<file path="config.mk">
export PLATFORM = sky130hd
export DESIGN_NAME = cbl_regs
export DESIGN_NICKNAME = d
export VERILOG_FILES = /design/src/cbl_pkg.sv /design/src/cbl_chan_decode.sv /design/src/cbl_mask_reg.sv /design/src/cbl_regs.sv
export SDC_FILE = /design/constraint.sdc
export NUM_CORES = 1
export LEC_CHECK = 0
export BUFFER_PORTS_ARGS = -buffer_cell sky130_fd_sc_hd__buf_4
export CAP_MARGIN = 20
export CORE_ASPECT_RATIO = 0.8
export CORE_MARGIN = 1
export CORE_UTILIZATION = 38
export DETAILED_ROUTE_END_ITERATION = 12
export GPL_TIMING_DRIVEN = 0
export HOLD_SLACK_MARGIN = 0.12
export SYNTH_ARGS = -nofsm -noshare
export SYNTH_HDL_FRONTEND = slang
export SYNTH_HIERARCHICAL = 1
export SYNTH_SLANG_ARGS = --single-unit
</file>
<file path="constraint.sdc">
create_clock -name clk -period 2.75 [get_ports clk]
set_input_delay 0.275 -clock clk [delete_from_list [all_inputs] [get_ports clk]]
set_output_delay 0.275 -clock clk [all_outputs]
set_load 0.02 [all_outputs]
</file>
<file path="src/cbl_pkg.sv">
// Purpose: Shared constants and types for the channel, bias and lead-off bank
// Assumes: Register indices; byte address on the bus is four times the index
// Notes:   One number, one name; modules import the whole package
package cbl_pkg;

	localparam int NUM_CH = 8;

	// Register indices
	localparam logic [5:0] IDX_CH_FIRST   = 6'h05;
	localparam logic [5:0] IDX_CH_LAST    = 6'h0c;
	localparam logic [5:0] IDX_BIAS_POS   = 6'h0d;
	localparam logic [5:0] IDX_BIAS_NEG   = 6'h0e;
	localparam logic [5:0] IDX_LOFF_POS   = 6'h0f;
	localparam logic [5:0] IDX_LOFF_NEG   = 6'h10;
	localparam logic [5:0] IDX_DETACH_POS = 6'h12;
	localparam logic [5:0] IDX_MEAS_CTRL  = 6'h1f;

	// Reset values
	localparam logic [7:0] CH_SET_RESET    = 8'h61;
	localparam logic [7:0] MASK_RESET      = 8'h00;
	localparam logic [7:0] DETACH_RESET    = 8'h00;
	localparam logic       MEAS_CTRL_RESET = 1'b0;
	localparam logic [2:0] GAIN_RESET      = 3'h6;

	// Field positions in a channel setting byte and in the measurement control byte
	localparam int PD_BIT   = 7;
	localparam int GAIN_LSB = 4;
	localparam int REF_BIT  = 3;
	localparam int SEL_LSB  = 0;
	localparam int MEAS_BIT = 0;

	localparam logic [2:0] GAIN_BAD = 3'h7;

	// Input selector codes
	localparam logic [2:0] SEL_NORMAL    = 3'h0;
	localparam logic [2:0] SEL_SHORTED   = 3'h1;
	localparam logic [2:0] SEL_BIAS_MEASURE_ENABLE = 3'h2;
	localparam logic [2:0] SEL_SUPPLY    = 3'h3;
	localparam logic [2:0] SEL_TEMP      = 3'h4;
	localparam logic [2:0] SEL_TEST      = 3'h5;
	localparam logic [2:0] SEL_DRIVE_POS = 3'h6;
	localparam logic [2:0] SEL_DRIVE_NEG = 3'h7;

	typedef struct packed {
		logic       channel_powerdown;
		logic [2:0] amp_gain_sel;
		logic       shared_ref_switch;
		logic [2:0] input_select;
	} cbl_chan_cfg_t;

	typedef struct packed {
		logic        psel;
		logic        penable;
		logic        pwrite;
		logic [7:0]  paddr;
		logic [31:0] pwdata;
		logic [3:0]  pstrb;
	} cbl_apb_req_t;

	function automatic logic cbl_is_chan_idx(input logic [5:0] idx);
		return (idx >= IDX_CH_FIRST) && (idx <= IDX_CH_LAST);
	endfunction

	// Bits for channels that exist on the built variant
	function automatic logic [7:0] cbl_valid_mask(input int channels);
		logic [7:0] m;
		m = 8'h00;
		for (int i = 0; i < 8; i++) begin
			if (i < channels) begin
				m[i] = 1'b1;
			end
		end
		return m;
	endfunction

endpackage

</file>
<file path="src/cbl_chan_decode.sv">
// Purpose: Decode one channel setting byte into routing flags
// Assumes: Purely combinational; the caller registers the results
// Notes:   Prohibited gain code is kept as written and only flagged
`timescale 1ns/1ps
module cbl_chan_decode
	import cbl_pkg::*;
(
	input  cbl_chan_cfg_t cfg,
	input  wire logic     bias_measure_enable,
	output logic          gain_illegal,
	output logic          measure_route,
	output logic          drive_from_pos,
	output logic          drive_from_neg
);

	assign gain_illegal = (cfg.amp_gain_sel == GAIN_BAD);

	assign measure_route = bias_measure_enable
		&& (cfg.input_select == SEL_BIAS_MEASURE_ENABLE);

	assign drive_from_pos = (cfg.input_select == SEL_DRIVE_POS);
	assign drive_from_neg = (cfg.input_select == SEL_DRIVE_NEG);

endmodule

</file>
<file path="src/cbl_mask_reg.sv">
// Purpose: One byte-wide per-channel enable mask
// Assumes: Write strobe is a single-cycle pulse from the bus slave
// Notes:   Bits for absent channels are never stored and read as zero
`timescale 1ns/1ps
module cbl_mask_reg
	import cbl_pkg::*;
(
	input  wire logic       clk,
	input  wire logic       reset_n,
	input  wire logic       wr_en,
	input  wire logic [7:0] wr_data,
	input  wire logic [7:0] valid_mask,
	output logic      [7:0] value
);

	wire logic [7:0] next_value = wr_data & valid_mask;

	always_ff @(posedge clk) begin
		if (!reset_n) begin
			value <= MASK_RESET;
		end else if (wr_en) begin
			value <= next_value;
		end
	end

endmodule

</file>
<file path="src/cbl_regs.sv">
// Purpose: APB register bank for channel settings, bias and lead-off masks
// Assumes: APB with one access cycle; byte data in lane 0 of the word
// Notes:   Outputs feed the analog front end; all come from flip-flops
`timescale 1ns/1ps

module cbl_regs
	import cbl_pkg::*;
#(
	parameter int CHANNELS = NUM_CH
)
(
	input  wire logic                   clk,
	input  wire logic                   reset_n,
	input  cbl_apb_req_t                apb_req,
	output logic          [31:0]        prdata,
	output logic                        pready,
	output logic                        pslverr,
	input  wire logic     [7:0]         positive_detach_in,
	output cbl_chan_cfg_t [NUM_CH-1:0]  chan_cfg,
	output logic          [7:0]         bias_positive_route_mask,
	output logic          [7:0]         bias_negative_route_mask,
	output logic          [7:0]         positive_leadoff_enable,
	output logic          [7:0]         negative_leadoff_enable,
	output logic          [7:0]         positive_detach_status,
	output logic                        bias_measure_enable,
	output logic          [7:0]         bias_measure_route,
	output logic          [7:0]         bias_drive_from_positive,
	output logic          [7:0]         bias_drive_from_negative,
	output logic          [7:0]         gain_illegal
);

	localparam logic [7:0] VALID = cbl_valid_mask(CHANNELS);

	// Bus decode
	wire logic [5:0] idx       = apb_req.paddr[7:2];
	wire logic       aligned   = (apb_req.paddr[1:0] == 2'b00);
	wire logic       is_chan   = cbl_is_chan_idx(idx);
	wire logic       is_bpos   = (idx == IDX_BIAS_POS);
	wire logic       is_bneg   = (idx == IDX_BIAS_NEG);
	wire logic       is_lpos   = (idx == IDX_LOFF_POS);
	wire logic       is_lneg   = (idx == IDX_LOFF_NEG);
	wire logic       is_detach = (idx == IDX_DETACH_POS);
	wire logic       is_meas   = (idx == IDX_MEAS_CTRL);
	wire logic       hit       = aligned && (is_chan || is_bpos || is_bneg
		|| is_lpos || is_lneg || is_detach || is_meas);
	wire logic [5:0] ch_off    = idx - IDX_CH_FIRST;

	wire logic setup_phase = apb_req.psel && !apb_req.penable;
	wire logic access_done = apb_req.psel && apb_req.penable && pready;

	// Lane 0 only carries data; a write without it changes nothing
	wire logic wr_fire = access_done && apb_req.pwrite && apb_req.pstrb[0]
		&& !pslverr;
	wire logic [7:0] wdata = apb_req.pwdata[7:0];

	wire logic wr_chan = wr_fire && cbl_is_chan_idx(idx);
	wire logic wr_bpos = wr_fire && is_bpos;
	wire logic wr_bneg = wr_fire && is_bneg;
	wire logic wr_lpos = wr_fire && is_lpos;
	wire logic wr_lneg = wr_fire && is_lneg;
	wire logic wr_meas = wr_fire && is_meas;

	wire logic [7:0] read_chan = chan_cfg[ch_off[2:0]];
	wire logic [7:0] read_byte =
		is_chan   ? read_chan :
		is_bpos   ? bias_positive_route_mask :
		is_bneg   ? bias_negative_route_mask :
		is_lpos   ? positive_leadoff_enable :
		is_lneg   ? negative_leadoff_enable :
		is_detach ? positive_detach_status :
		is_meas   ? {7'h00, bias_measure_enable} :
		8'h00;

	// Answer is fixed up at setup, so every access has zero wait states
	always_ff @(posedge clk) begin
		if (!reset_n) begin
			pready  <= 1'b0;
			pslverr <= 1'b0;
			prdata  <= 32'h0000_0000;
		end else begin
			pready  <= setup_phase;
			pslverr <= setup_phase && !hit;
			if (setup_phase) begin
				prdata <= (hit && !apb_req.pwrite) ?
					{24'h00_0000, read_byte} : 32'h0000_0000;
			end
		end
	end

	always_ff @(posedge clk) begin
		if (!reset_n) begin
			chan_cfg <= {NUM_CH{CH_SET_RESET}};
		end else if (wr_chan) begin
			chan_cfg[ch_off[2:0]] <= wdata;
		end
	end

	cbl_mask_reg u_bias_pos (
		.clk        (clk),
		.reset_n    (reset_n),
		.wr_en      (wr_bpos),
		.wr_data    (wdata),
		.valid_mask (VALID),
		.value      (bias_positive_route_mask)
	);

	cbl_mask_reg u_bias_neg (
		.clk        (clk),
		.reset_n    (reset_n),
		.wr_en      (wr_bneg),
		.wr_data    (wdata),
		.valid_mask (VALID),
		.value      (bias_negative_route_mask)
	);

	cbl_mask_reg u_loff_pos (
		.clk        (clk),
		.reset_n    (reset_n),
		.wr_en      (wr_lpos),
		.wr_data    (wdata),
		.valid_mask (VALID),
		.value      (positive_leadoff_enable)
	);

	cbl_mask_reg u_loff_neg (
		.clk        (clk),
		.reset_n    (reset_n),
		.wr_en      (wr_lneg),
		.wr_data    (wdata),
		.valid_mask (VALID),
		.value      (negative_leadoff_enable)
	);

	always_ff @(posedge clk) begin
		if (!reset_n) begin
			bias_measure_enable <= MEAS_CTRL_RESET;
		end else if (wr_meas) begin
			bias_measure_enable <= wdata[MEAS_BIT];
		end
	end

	always_ff @(posedge clk) begin
		if (!reset_n) begin
			positive_detach_status <= DETACH_RESET;
		end else begin
			positive_detach_status <= positive_detach_in & VALID;
		end
	end

	// Per-channel decode, registered so outputs come from flops
	logic [7:0] dec_illegal;
	logic [7:0] dec_meas;
	logic [7:0] dec_dpos;
	logic [7:0] dec_dneg;

	for (genvar g = 0; g < NUM_CH; g++) begin : g_dec
		cbl_chan_decode u_dec (
			.cfg                 (chan_cfg[g]),
			.bias_measure_enable (bias_measure_enable),
			.gain_illegal        (dec_illegal[g]),
			.measure_route       (dec_meas[g]),
			.drive_from_pos      (dec_dpos[g]),
			.drive_from_neg      (dec_dneg[g])
		);
	end

	always_ff @(posedge clk) begin
		if (!reset_n) begin
			gain_illegal             <= 8'h00;
			bias_measure_route       <= 8'h00;
			bias_drive_from_positive <= 8'h00;
			bias_drive_from_negative <= 8'h00;
		end else begin
			gain_illegal             <= dec_illegal;
			bias_measure_route       <= dec_meas;
			bias_drive_from_positive <= dec_dpos;
			bias_drive_from_negative <= dec_dneg;
		end
	end

	AST_CH_RESET: assert property (
		@(posedge clk) disable iff (!reset_n)
		$past(!reset_n) |-> (chan_cfg[0] == CH_SET_RESET)
			&& (chan_cfg[NUM_CH-1] == CH_SET_RESET))
		else $error("channel setting not at reset value");

	AST_PD_WRITE: assert property (
		@(posedge clk) disable iff (!reset_n)
		(wr_fire && idx == IDX_CH_FIRST) |=>
			chan_cfg[0].channel_powerdown == $past(apb_req.pwdata[PD_BIT]))
		else $error("power-down bit did not follow write");

	AST_GAIN_FLAG: assert property (
		@(posedge clk) disable iff (!reset_n)
		(chan_cfg[7].amp_gain_sel == GAIN_BAD) |=> gain_illegal[7])
		else $error("prohibited gain code not flagged");

	AST_GAIN_OK: assert property (
		@(posedge clk) disable iff (!reset_n)
		$past(!reset_n) |-> chan_cfg[5].amp_gain_sel == GAIN_RESET
			##1 !gain_illegal[5])
		else $error("gain reset value wrong or flagged");

	AST_REF_SWITCH: assert property (
		@(posedge clk) disable iff (!reset_n)
		(wr_fire && idx == IDX_CH_FIRST + 6'h02) |=>
			chan_cfg[2].shared_ref_switch == $past(apb_req.pwdata[REF_BIT]))
		else $error("reference switch bit did not follow write");

	AST_DRIVE_POS: assert property (
		@(posedge clk) disable iff (!reset_n)
		(chan_cfg[6].input_select == SEL_DRIVE_POS) |=>
			bias_drive_from_positive[6] && !bias_drive_from_negative[6])
		else $error("positive drive selector not routed");

	AST_BIAS_POS: assert property (
		@(posedge clk) disable iff (!reset_n)
		wr_bpos |=> bias_positive_route_mask
			== ($past(apb_req.pwdata[7:0]) & VALID))
		else $error("positive bias mask did not take write");

	AST_BIAS_NEG: assert property (
		@(posedge clk) disable iff (!reset_n)
		wr_bneg |=> bias_negative_route_mask
			== ($past(apb_req.pwdata[7:0]) & VALID))
		else $error("negative bias mask did not take write");

	AST_LOFF_POS: assert property (
		@(posedge clk) disable iff (!reset_n)
		wr_lpos |=> positive_leadoff_enable
			== ($past(apb_req.pwdata[7:0]) & VALID))
		else $error("positive lead-off enable did not take write");

	AST_LOFF_NEG: assert property (
		@(posedge clk) disable iff (!reset_n)
		wr_lneg |=> negative_leadoff_enable
			== ($past(apb_req.pwdata[7:0]) & VALID))
		else $error("negative lead-off enable did not take write");

	AST_ABSENT_ZERO: assert property (
		@(posedge clk) disable iff (!reset_n)
		((bias_positive_route_mask | bias_negative_route_mask
			| positive_leadoff_enable | negative_leadoff_enable)
			& ~VALID) == 8'h00)
		else $error("bit of absent channel is set");

	AST_MASK_RESET: assert property (
		@(posedge clk) disable iff (!reset_n)
		$past(!reset_n) |-> (bias_positive_route_mask == MASK_RESET)
			&& (negative_leadoff_enable == MASK_RESET))
		else $error("mask register not cleared by reset");

	AST_MEAS_ROUTE: assert property (
		@(posedge clk) disable iff (!reset_n)
		(bias_measure_enable && chan_cfg[2].input_select == SEL_BIAS_MEASURE_ENABLE)
			|=> bias_measure_route[2])
		else $error("bias measurement not routed");

	AST_MEAS_OFF: assert property (
		@(posedge clk) disable iff (!reset_n)
		!bias_measure_enable |=> bias_measure_route == 8'h00)
		else $error("bias measurement routed while disabled");

	AST_DETACH: assert property (
		@(posedge clk) disable iff (!reset_n)
		!$past(!reset_n) |-> positive_detach_status
			== ($past(positive_detach_in) & VALID))
		else $error("detach status does not track input");

	AST_READBACK: assert property (
		@(posedge clk) disable iff (!reset_n)
		(setup_phase && !apb_req.pwrite && aligned && is_lpos)
			|=> prdata[7:0] == $past(positive_leadoff_enable)
			&& prdata[31:8] == 24'h00_0000)
		else $error("read did not return stored mask");

	AST_READY_PULSE: assert property (
		@(posedge clk) disable iff (!reset_n)
		setup_phase |=> pready ##1 !pready)
		else $error("ready not a single access cycle");

	AST_GAIN_STORED: assert property (
		@(posedge clk) disable iff (!reset_n)
		(wr_fire && idx == IDX_CH_LAST) |=> chan_cfg[NUM_CH-1].amp_gain_sel
			== $past(apb_req.pwdata[GAIN_LSB +: 3]))
		else $error("gain code not stored as written");

	AST_DRIVE_NEG: assert property (
		@(posedge clk) disable iff (!reset_n)
		(chan_cfg[7].input_select == SEL_DRIVE_NEG) |=>
			bias_drive_from_negative[7] && !bias_drive_from_positive[7])
		else $error("negative drive selector not routed");

	AST_STRB_IGNORE: assert property (
		@(posedge clk) disable iff (!reset_n)
		(access_done && apb_req.pwrite && !apb_req.pstrb[0] && is_bpos)
			|=> $stable(bias_positive_route_mask))
		else $error("write without lane 0 changed a mask");

	AST_MEAS_WRITE: assert property (
		@(posedge clk) disable iff (!reset_n)
		wr_meas |=> bias_measure_enable == $past(apb_req.pwdata[MEAS_BIT]))
		else $error("measurement enable did not take write");

	AST_MISS_ANSWER: assert property (
		@(posedge clk) disable iff (!reset_n)
		(setup_phase && !hit) |=> pready && pslverr
			&& (prdata == 32'h0000_0000))
		else $error("unmapped access not refused");

	AST_MISS_NO_WRITE: assert property (
		@(posedge clk) disable iff (!reset_n)
		(access_done && apb_req.pwrite && pslverr) |=> $stable(chan_cfg)
			&& $stable(bias_positive_route_mask))
		else $error("refused write changed a register");

	AST_CH_HOLD: assert property (
		@(posedge clk) disable iff (!reset_n)
		!wr_chan |=> $stable(chan_cfg))
		else $error("channel setting changed without a write");

endmodule

</file>
==> Yosys cells after proc, flatten, opt, wreduce, memory -nomap -nowiden <==
Cells that the tools add are included.
Widths: inputs -> output; s select.
{ "totals": {"wordCells": 137, "regBits": 171, "input_bits": 57, "output_inout_bits": 171} }
{ "classes": {"reduce_logical": 36, "n_mux": 13, "n_addsub": 1, "eq_ne": 38, "magnitude_cmp": 4} }
{ "op_table": {"columns": ["operator", "count"], "rows": [
  ["$eq 3x3->1 const B", 24],
  ["$mux 8", 9],
  ["$bwmux 64", 1],
  ["$logic_and 1x1->1", 25],
  ["$bmux 8 s3", 1],
  ["$demux 8 s3", 1],
  ["$eq 3x2->1 const B", 8],
  ["$eq 6x4->1 const B", 3],
  ["$eq 6x5->1 const B", 3],
  ["$ge 6x3->1 const B", 1],
  ["$le 6x4->1 const B", 1],
  ["$logic_or 1x1->1", 6],
  ["$logic_not 1->1", 4],
  ["$lt 3x4->1 const B", 1],
  ["$ge 3x1->1 const B", 1],
  ["$sub 3x3->3 const B", 1],
  ["$logic_not 2->1", 1],
  ["$mux 1", 1]
]} }

==> Logic depth before layout (Yosys ltp) <==
{ "logic_depth": {"word_depth": 11, "mapped_depth": 10, "depth_no_buf": 7} }

==> By module <==
Netlist, hierarchy kept.
{ "modules_own_cells": {"columns": ["module", "n_inst", "seq_area_each_um2", "cells_each", "area_per_inst_um2"], "rows": [
  ["cbl_regs", 1, 2302.2, 523, 5293.8],
  ["cbl_mask_reg", 4, 160.2, 34, 322.8],
  ["cbl_chan_decode", 8, 0.0, 4, 36.3]
]} }

==> Worst setup path after synthesis <==
No wires, ideal clock.
{ "synth_path": {"kind": "input -> register", "from": "input port apb_req[38] (netlist bit)", "to": "register prdata[3]", "setup_time_ns": 0.117, "path_slack_ns": 0.334, "stages": 9, "arrival_ns": 2.299, "required_ns": 2.633, "path_buffers": 3, "cell_sequence": "buf_2 > buf_2 > inv_1 > ha_1 > buf_2 > mux4_2 > nor2_1 > o21ai_1 > a32o_1"} }
{ "synth_via": {"elab_chain_len": 11, "elab_cells_between_ends": 27, "cone_classes": "1 x add/sub; 2 x order compare; 6 x eq/ne; 9 x mux; 9 x reduce/logical"} }
{ "synth_rtl": {"columns": ["element", "line_no", "text"], "rows": [
  ["start, declared", "cbl_regs.sv:14", "input cbl_apb_req_t apb_req,"],
  ["$ge 6x3->1 / $le 6x4->1 (equally long branches)", "cbl_pkg.sv:61", "return (idx >= IDX_CH_FIRST) && (idx <= IDX_CH_LAST);"],
  ["$logic_and 1x1->1", "cbl_pkg.sv:61", null],
  ["$logic_or 1x1->1 (2 in a row)", "cbl_regs.sv:44", "wire logic hit = aligned && (is_chan || is_bpos || is_bneg"],
  ["$logic_or 1x1->1 (4 in a row)", "cbl_regs.sv:45", "|| is_lpos || is_lneg || is_detach || is_meas);"],
  ["$logic_and 1x1->1", "cbl_regs.sv:44", null],
  ["$logic_and 1x1->1", "cbl_regs.sv:84", "prdata <= (hit && !apb_req.pwrite) ?"],
  ["$mux 8 (*)", "cbl_regs.sv:84", null],
  ["end signal, assigned", "cbl_regs.sv:84", null],
  ["end, declared", "cbl_regs.sv:15", "output logic [31:0] prdata,"]
]} }
Every way passes the cells marked *; elsewhere a longest branch is shown, timed or not. The select of a mux whose other input is x is not followed.
A chain may end at the register's enable or synchronous reset.

==> Worst setup path after layout <==
{ "layout_path": {"from": "input port apb_req[38] (netlist bit)", "to": "register chan_cfg[14] (netlist bit)"} }
{ "layout_via": {"elab_chain_len": 6, "elab_cells_between_ends": 11, "cone_classes": "1 x add/sub; 4 x order compare; 3 x mux; 3 x reduce/logical"} }
{ "layout_rtl": {"columns": ["element", "line_no", "text"], "rows": [
  ["$sub 3x3->3", "cbl_regs.sv:46", "wire logic [5:0] ch_off = idx - IDX_CH_FIRST;"],
  ["$lt 3x4->1 (implied by the code) / $ge 3x1->1 (equally long branches)", "cbl_regs.sv:94", "chan_cfg[ch_off[2:0]] <= wdata;"],
  ["$logic_and 1x1->1 (implied by the code)", "cbl_regs.sv:94", null],
  ["$mux 8 (implied by the code)", "cbl_regs.sv:94", null],
  ["$demux 8 s3", "cbl_regs.sv:94", null],
  ["$bwmux 64", "cbl_regs.sv:94", null],
  ["end signal, assigned", "cbl_regs.sv:92", "chan_cfg <= {NUM_CH{CH_SET_RESET}};"],
  ["end signal, assigned by index", "cbl_regs.sv:94", null],
  ["end, declared", "cbl_regs.sv:19", "output cbl_chan_cfg_t [NUM_CH-1:0] chan_cfg,"]
]} }
Several ways; a longest one is shown, not always the timed one.

==> results.toml <==
[grt]
grt_use_met1_pct = 34.38
grt_util_met2_pct = 33.96
antenna_found_initial = 0
grt_max_degree = 30
track_usage_pct = 23.93
grt_pass1_wl_um = 33450
grt_remaining_overflow = 0
grtUsageMet3_pct = 7.451
grt_busiest_layer = "met1"
grt_pass1_vias = 5653

[routing]
drc = 18
vias = 6014
post_drt_wl_per_cell_um = 18.56
drt-vias-per-instance = 5.084
drtPass1Iterations = 10
wirelength_um = 21960
first_iter_violations = 397
antenna_left = 0

[sta]
min_period_ns = 2.706
setup_tns_ns = 0
slew_viol_final = 0
max-slew-margin-rel_pct = 36.02
setup_viol = 0
rsz0062_at_grt = "true"
hold_viol = 0
worst_pin_slew_ns = 0.9509
min_period_over_period_pct = 98.38
fin_skew_ns = 0.009038
clock.fmax_mhz = 369.6

[power]
p_switching_mw = 1.121
p_seq_share_pct = 45.5
netSwitchingFraction_pct = 23.80
power_density_nw_per_um2 = 505.2
p_leak_nw = 4.584
power_frac_clock_pct = 45.8
combPwrFrac_pct = 8.7
power.internal_mw = 3.590
vdd_drop_max_mv = 0.4161
p_total_mw = 4.711

[critical_path]
critPathRequiredTime_ns = 3.03
start_kind = "input port"
cp_max_fo = 10
critPathMaxStageDelay_ns = 0.50
cp_slowest_cell = "nand4_2"
critical_path.cell_chain = "buf_4 > clkbuf_4 > buf_2 > inv_1 > ha_1 > nand2b_1 > a21o_1 > buf_2 > nand4_2 > mux2i_1 > nand2_1"
worstPathArrival_ns = 2.99
crit_top_cell = "buf_2"
crit_type = "in2reg"
crit_path_end_kind = "register"

[yosys]
seq_area_frac_synth_pct = 42.80
yosysUniqueCellTypes = 57
synth_warnings = 6
synth.ff_latch_count = 147
syn_area_um2 = 6875
async_flop_share_pct = 0
synth_top_flop_cell = "dfxtp_1"
syn_area_per_cell_um2 = 9.950
synth_edf_count = 0
synthCells = 691

[run_status]
failed_checks = "DRC"
status = "finished with violations"

[floorplanning]
dieHeight_um = 122.3
die_w_um = 152.4
io_pins = 228
core_area_um2 = 17540
dieArea_um2 = 18640
row_count = 43
start_util_pct = 39.20

[layout]
syn2layout_area_growth_pct = 35.63
diodes = 0
final_core_util_pct = 53.17
num-nets-final = 1009
layout-drive-gt1-share_pct = 31.11

[cts]
numCtsBuffers = 17
cts_root_buf = "clkbuf_16"
clock_latency_ns = 0.42
max-clock-path-buffers = 2
cts_tree = "built"
clock_sinks = 147
clk_pin_slew_worst_paths_ns = 0.06
htree_levels = 4

[flow_run]
drv_cap = 0

[placed_design]
io_buffers = 175
place_congestion = 0.9269
dp_hpwl_um = 16360

[min_path]
hp-class = "in2reg"
==> final timing paths <==
kind,startpoint,endpoint,slack [ns],cells after the start
max,apb_req[38],chan_cfg[14]$_SDFFE_PN1P_,0.04,11
min,apb_req[36],pslverr$_SDFF_PN0_,0.15,3
max reg2reg,pslverr$_SDFF_PN0_,chan_cfg[14]$_SDFFE_PN1P_,0.36,6
min reg2reg,u_bias_neg/value[5]$_SDFFE_PN0P_,u_bias_neg/value[5]$_SDFFE_PN0P_,0.49,2
==> sequential cells by signal, indices dropped and copies added, names as in the netlist <==
| signal | flops |
|---|---|
| bias_drive_from_negative | 8 |
| bias_drive_from_positive | 8 |
| bias_measure_enable | 1 |
| bias_measure_route | 8 |
| chan_cfg | 64 |
| gain_illegal | 8 |
| positive_detach_status | 8 |
| prdata | 8 |
| pready | 1 |
| pslverr | 1 |
| u_bias_neg/value | 8 |
| u_bias_pos/value | 8 |
| u_loff_neg/value | 8 |
| u_loff_pos/value | 8 |
==> metrics by stage <==
step                      hold WS [ns]  setup slack [ns]  std cells  cell area, um^2
after floorplan                 0.4023            0.3338        745             7078
after global placement          0.4551           -0.4409       1145             8673
after detailed placement        0.4693           -0.4396       1145             8673
after CTS                       0.1288           0.05335       1183             9293
after global routing            0.1588          -0.07561       1183             9325
final                           0.1452           0.04446       1183             9325
==> what timing repair did <==
item	in CTS	in global routing
endpoints found under the setup margin	1	62
endpoints found under the hold margin	8	0
resized for setup	1	7
hold buffers	8	0
setup buffers	0	0
==> cells by family (layout without fill, tap and decap cells) <==
kind of cell               Yosys count  in the layout  synth area share (%)
buffers and inverters               71            284                 6.424
DFF                                147            147                 42.80
adders and majority gates            5              5                0.9099
xor gates and xnor gates             2              2                0.6371
muxes                               83             83                 14.12
and+or+nand+nor                    317            317                 28.14
other                                2             56                0.1092
AOI/OAI and AO/OA                   64             64                 6.861
==> power groups by stage <==
stage	Clock (mW)	Sequential [mW]	Combinational, mW
2_1_floorplan	0	2.20	0.240
3_3_place_gp	0	2.19	0.388
3_5_place_dp	0	2.19	0.389
4_1_cts	2.20	2.14	0.399
5_1_grt	2.31	2.14	0.439
6_report	2.16	2.14	0.409
==> area by class of cell <==
class                           instances  area (um^2)
Buffer                                 67        432.9
Timing Repair Buffer                  183         1394
Clock inverter                          5        52.55
Clock buffer                           25        485.5
Multi-Input combinational cell        527         3721
Fill cell                            1687         8214
Sequential cell                       147         2943
Inverter                                4        15.01
Tap cell                              225        281.5
==> per-layer routing <==
metal | up-vias | share of wire, %
met5 | - | 0
met4 | 0 | 0.97
met3 | 13 | 9.0
met2 | 237 | 41
met1 | 2837 | 49
li1 | 2927 | -
==> Yosys cell counts, types with 5 or more instances <==
master	n	area (um^2)
dfxtp_1	147	2943
nand2_1	74	277.8
mux2i_1	70	700.7
nor2b_1	43	269.0
and2_1	41	256.5
nand3b_1	34	255.2
nand4_1	34	212.7
buf_4	26	195.2
clkbuf_1	23	86.33
nor2_1	19	71.32
a22oi_1	13	97.59
and3_1	12	75.07
mux4_2	11	247.7
buf_6	9	101.4
a21oi_1	8	40.04
and3_2	8	60.06
and3b_2	8	80.08
and4bb_2	8	100.1
buf_2	8	40.04
nand3_1	8	40.04
nand4_2	8	100.1
a32o_1	6	60.06
nand2b_1	6	37.54
ha_1	5	62.56
o21ai_1	5	25.02
==> worst max-delay path: cells and delay by family <==
kind	cells	cell delay, ns
adder cells (fa/ha/maj)	1	0.36
multiplexers	1	0.31
AND/OR/NAND/NOR	3	0.70
AO/OA/AOI/OAI	1	0.18
buffers and inverters	5	1.16
==> cell usage in the layout (no fill, tap or decap), types with 9 or more instances in the layout <==
master / netlist / layout
clkbuf_1: 23 / 28
and3_1: 12 / 12
buf_4: 26 / 201
buf_6: 9 / 9
mux2i_1: 70 / 70
nor2b_1: 43 / 41
conb_1: 2 / 56
nand3b_1: 34 / 34
nand4_1: 34 / 34
nand2_1: 74 / 74
nor2_1: 19 / 19
and2_1: 41 / 41
clkbuf_16: 0 / 17
a22oi_1: 13 / 12
dfxtp_1: 147 / 147
mux4_2: 11 / 11
(Power assumes the default switching activity.)
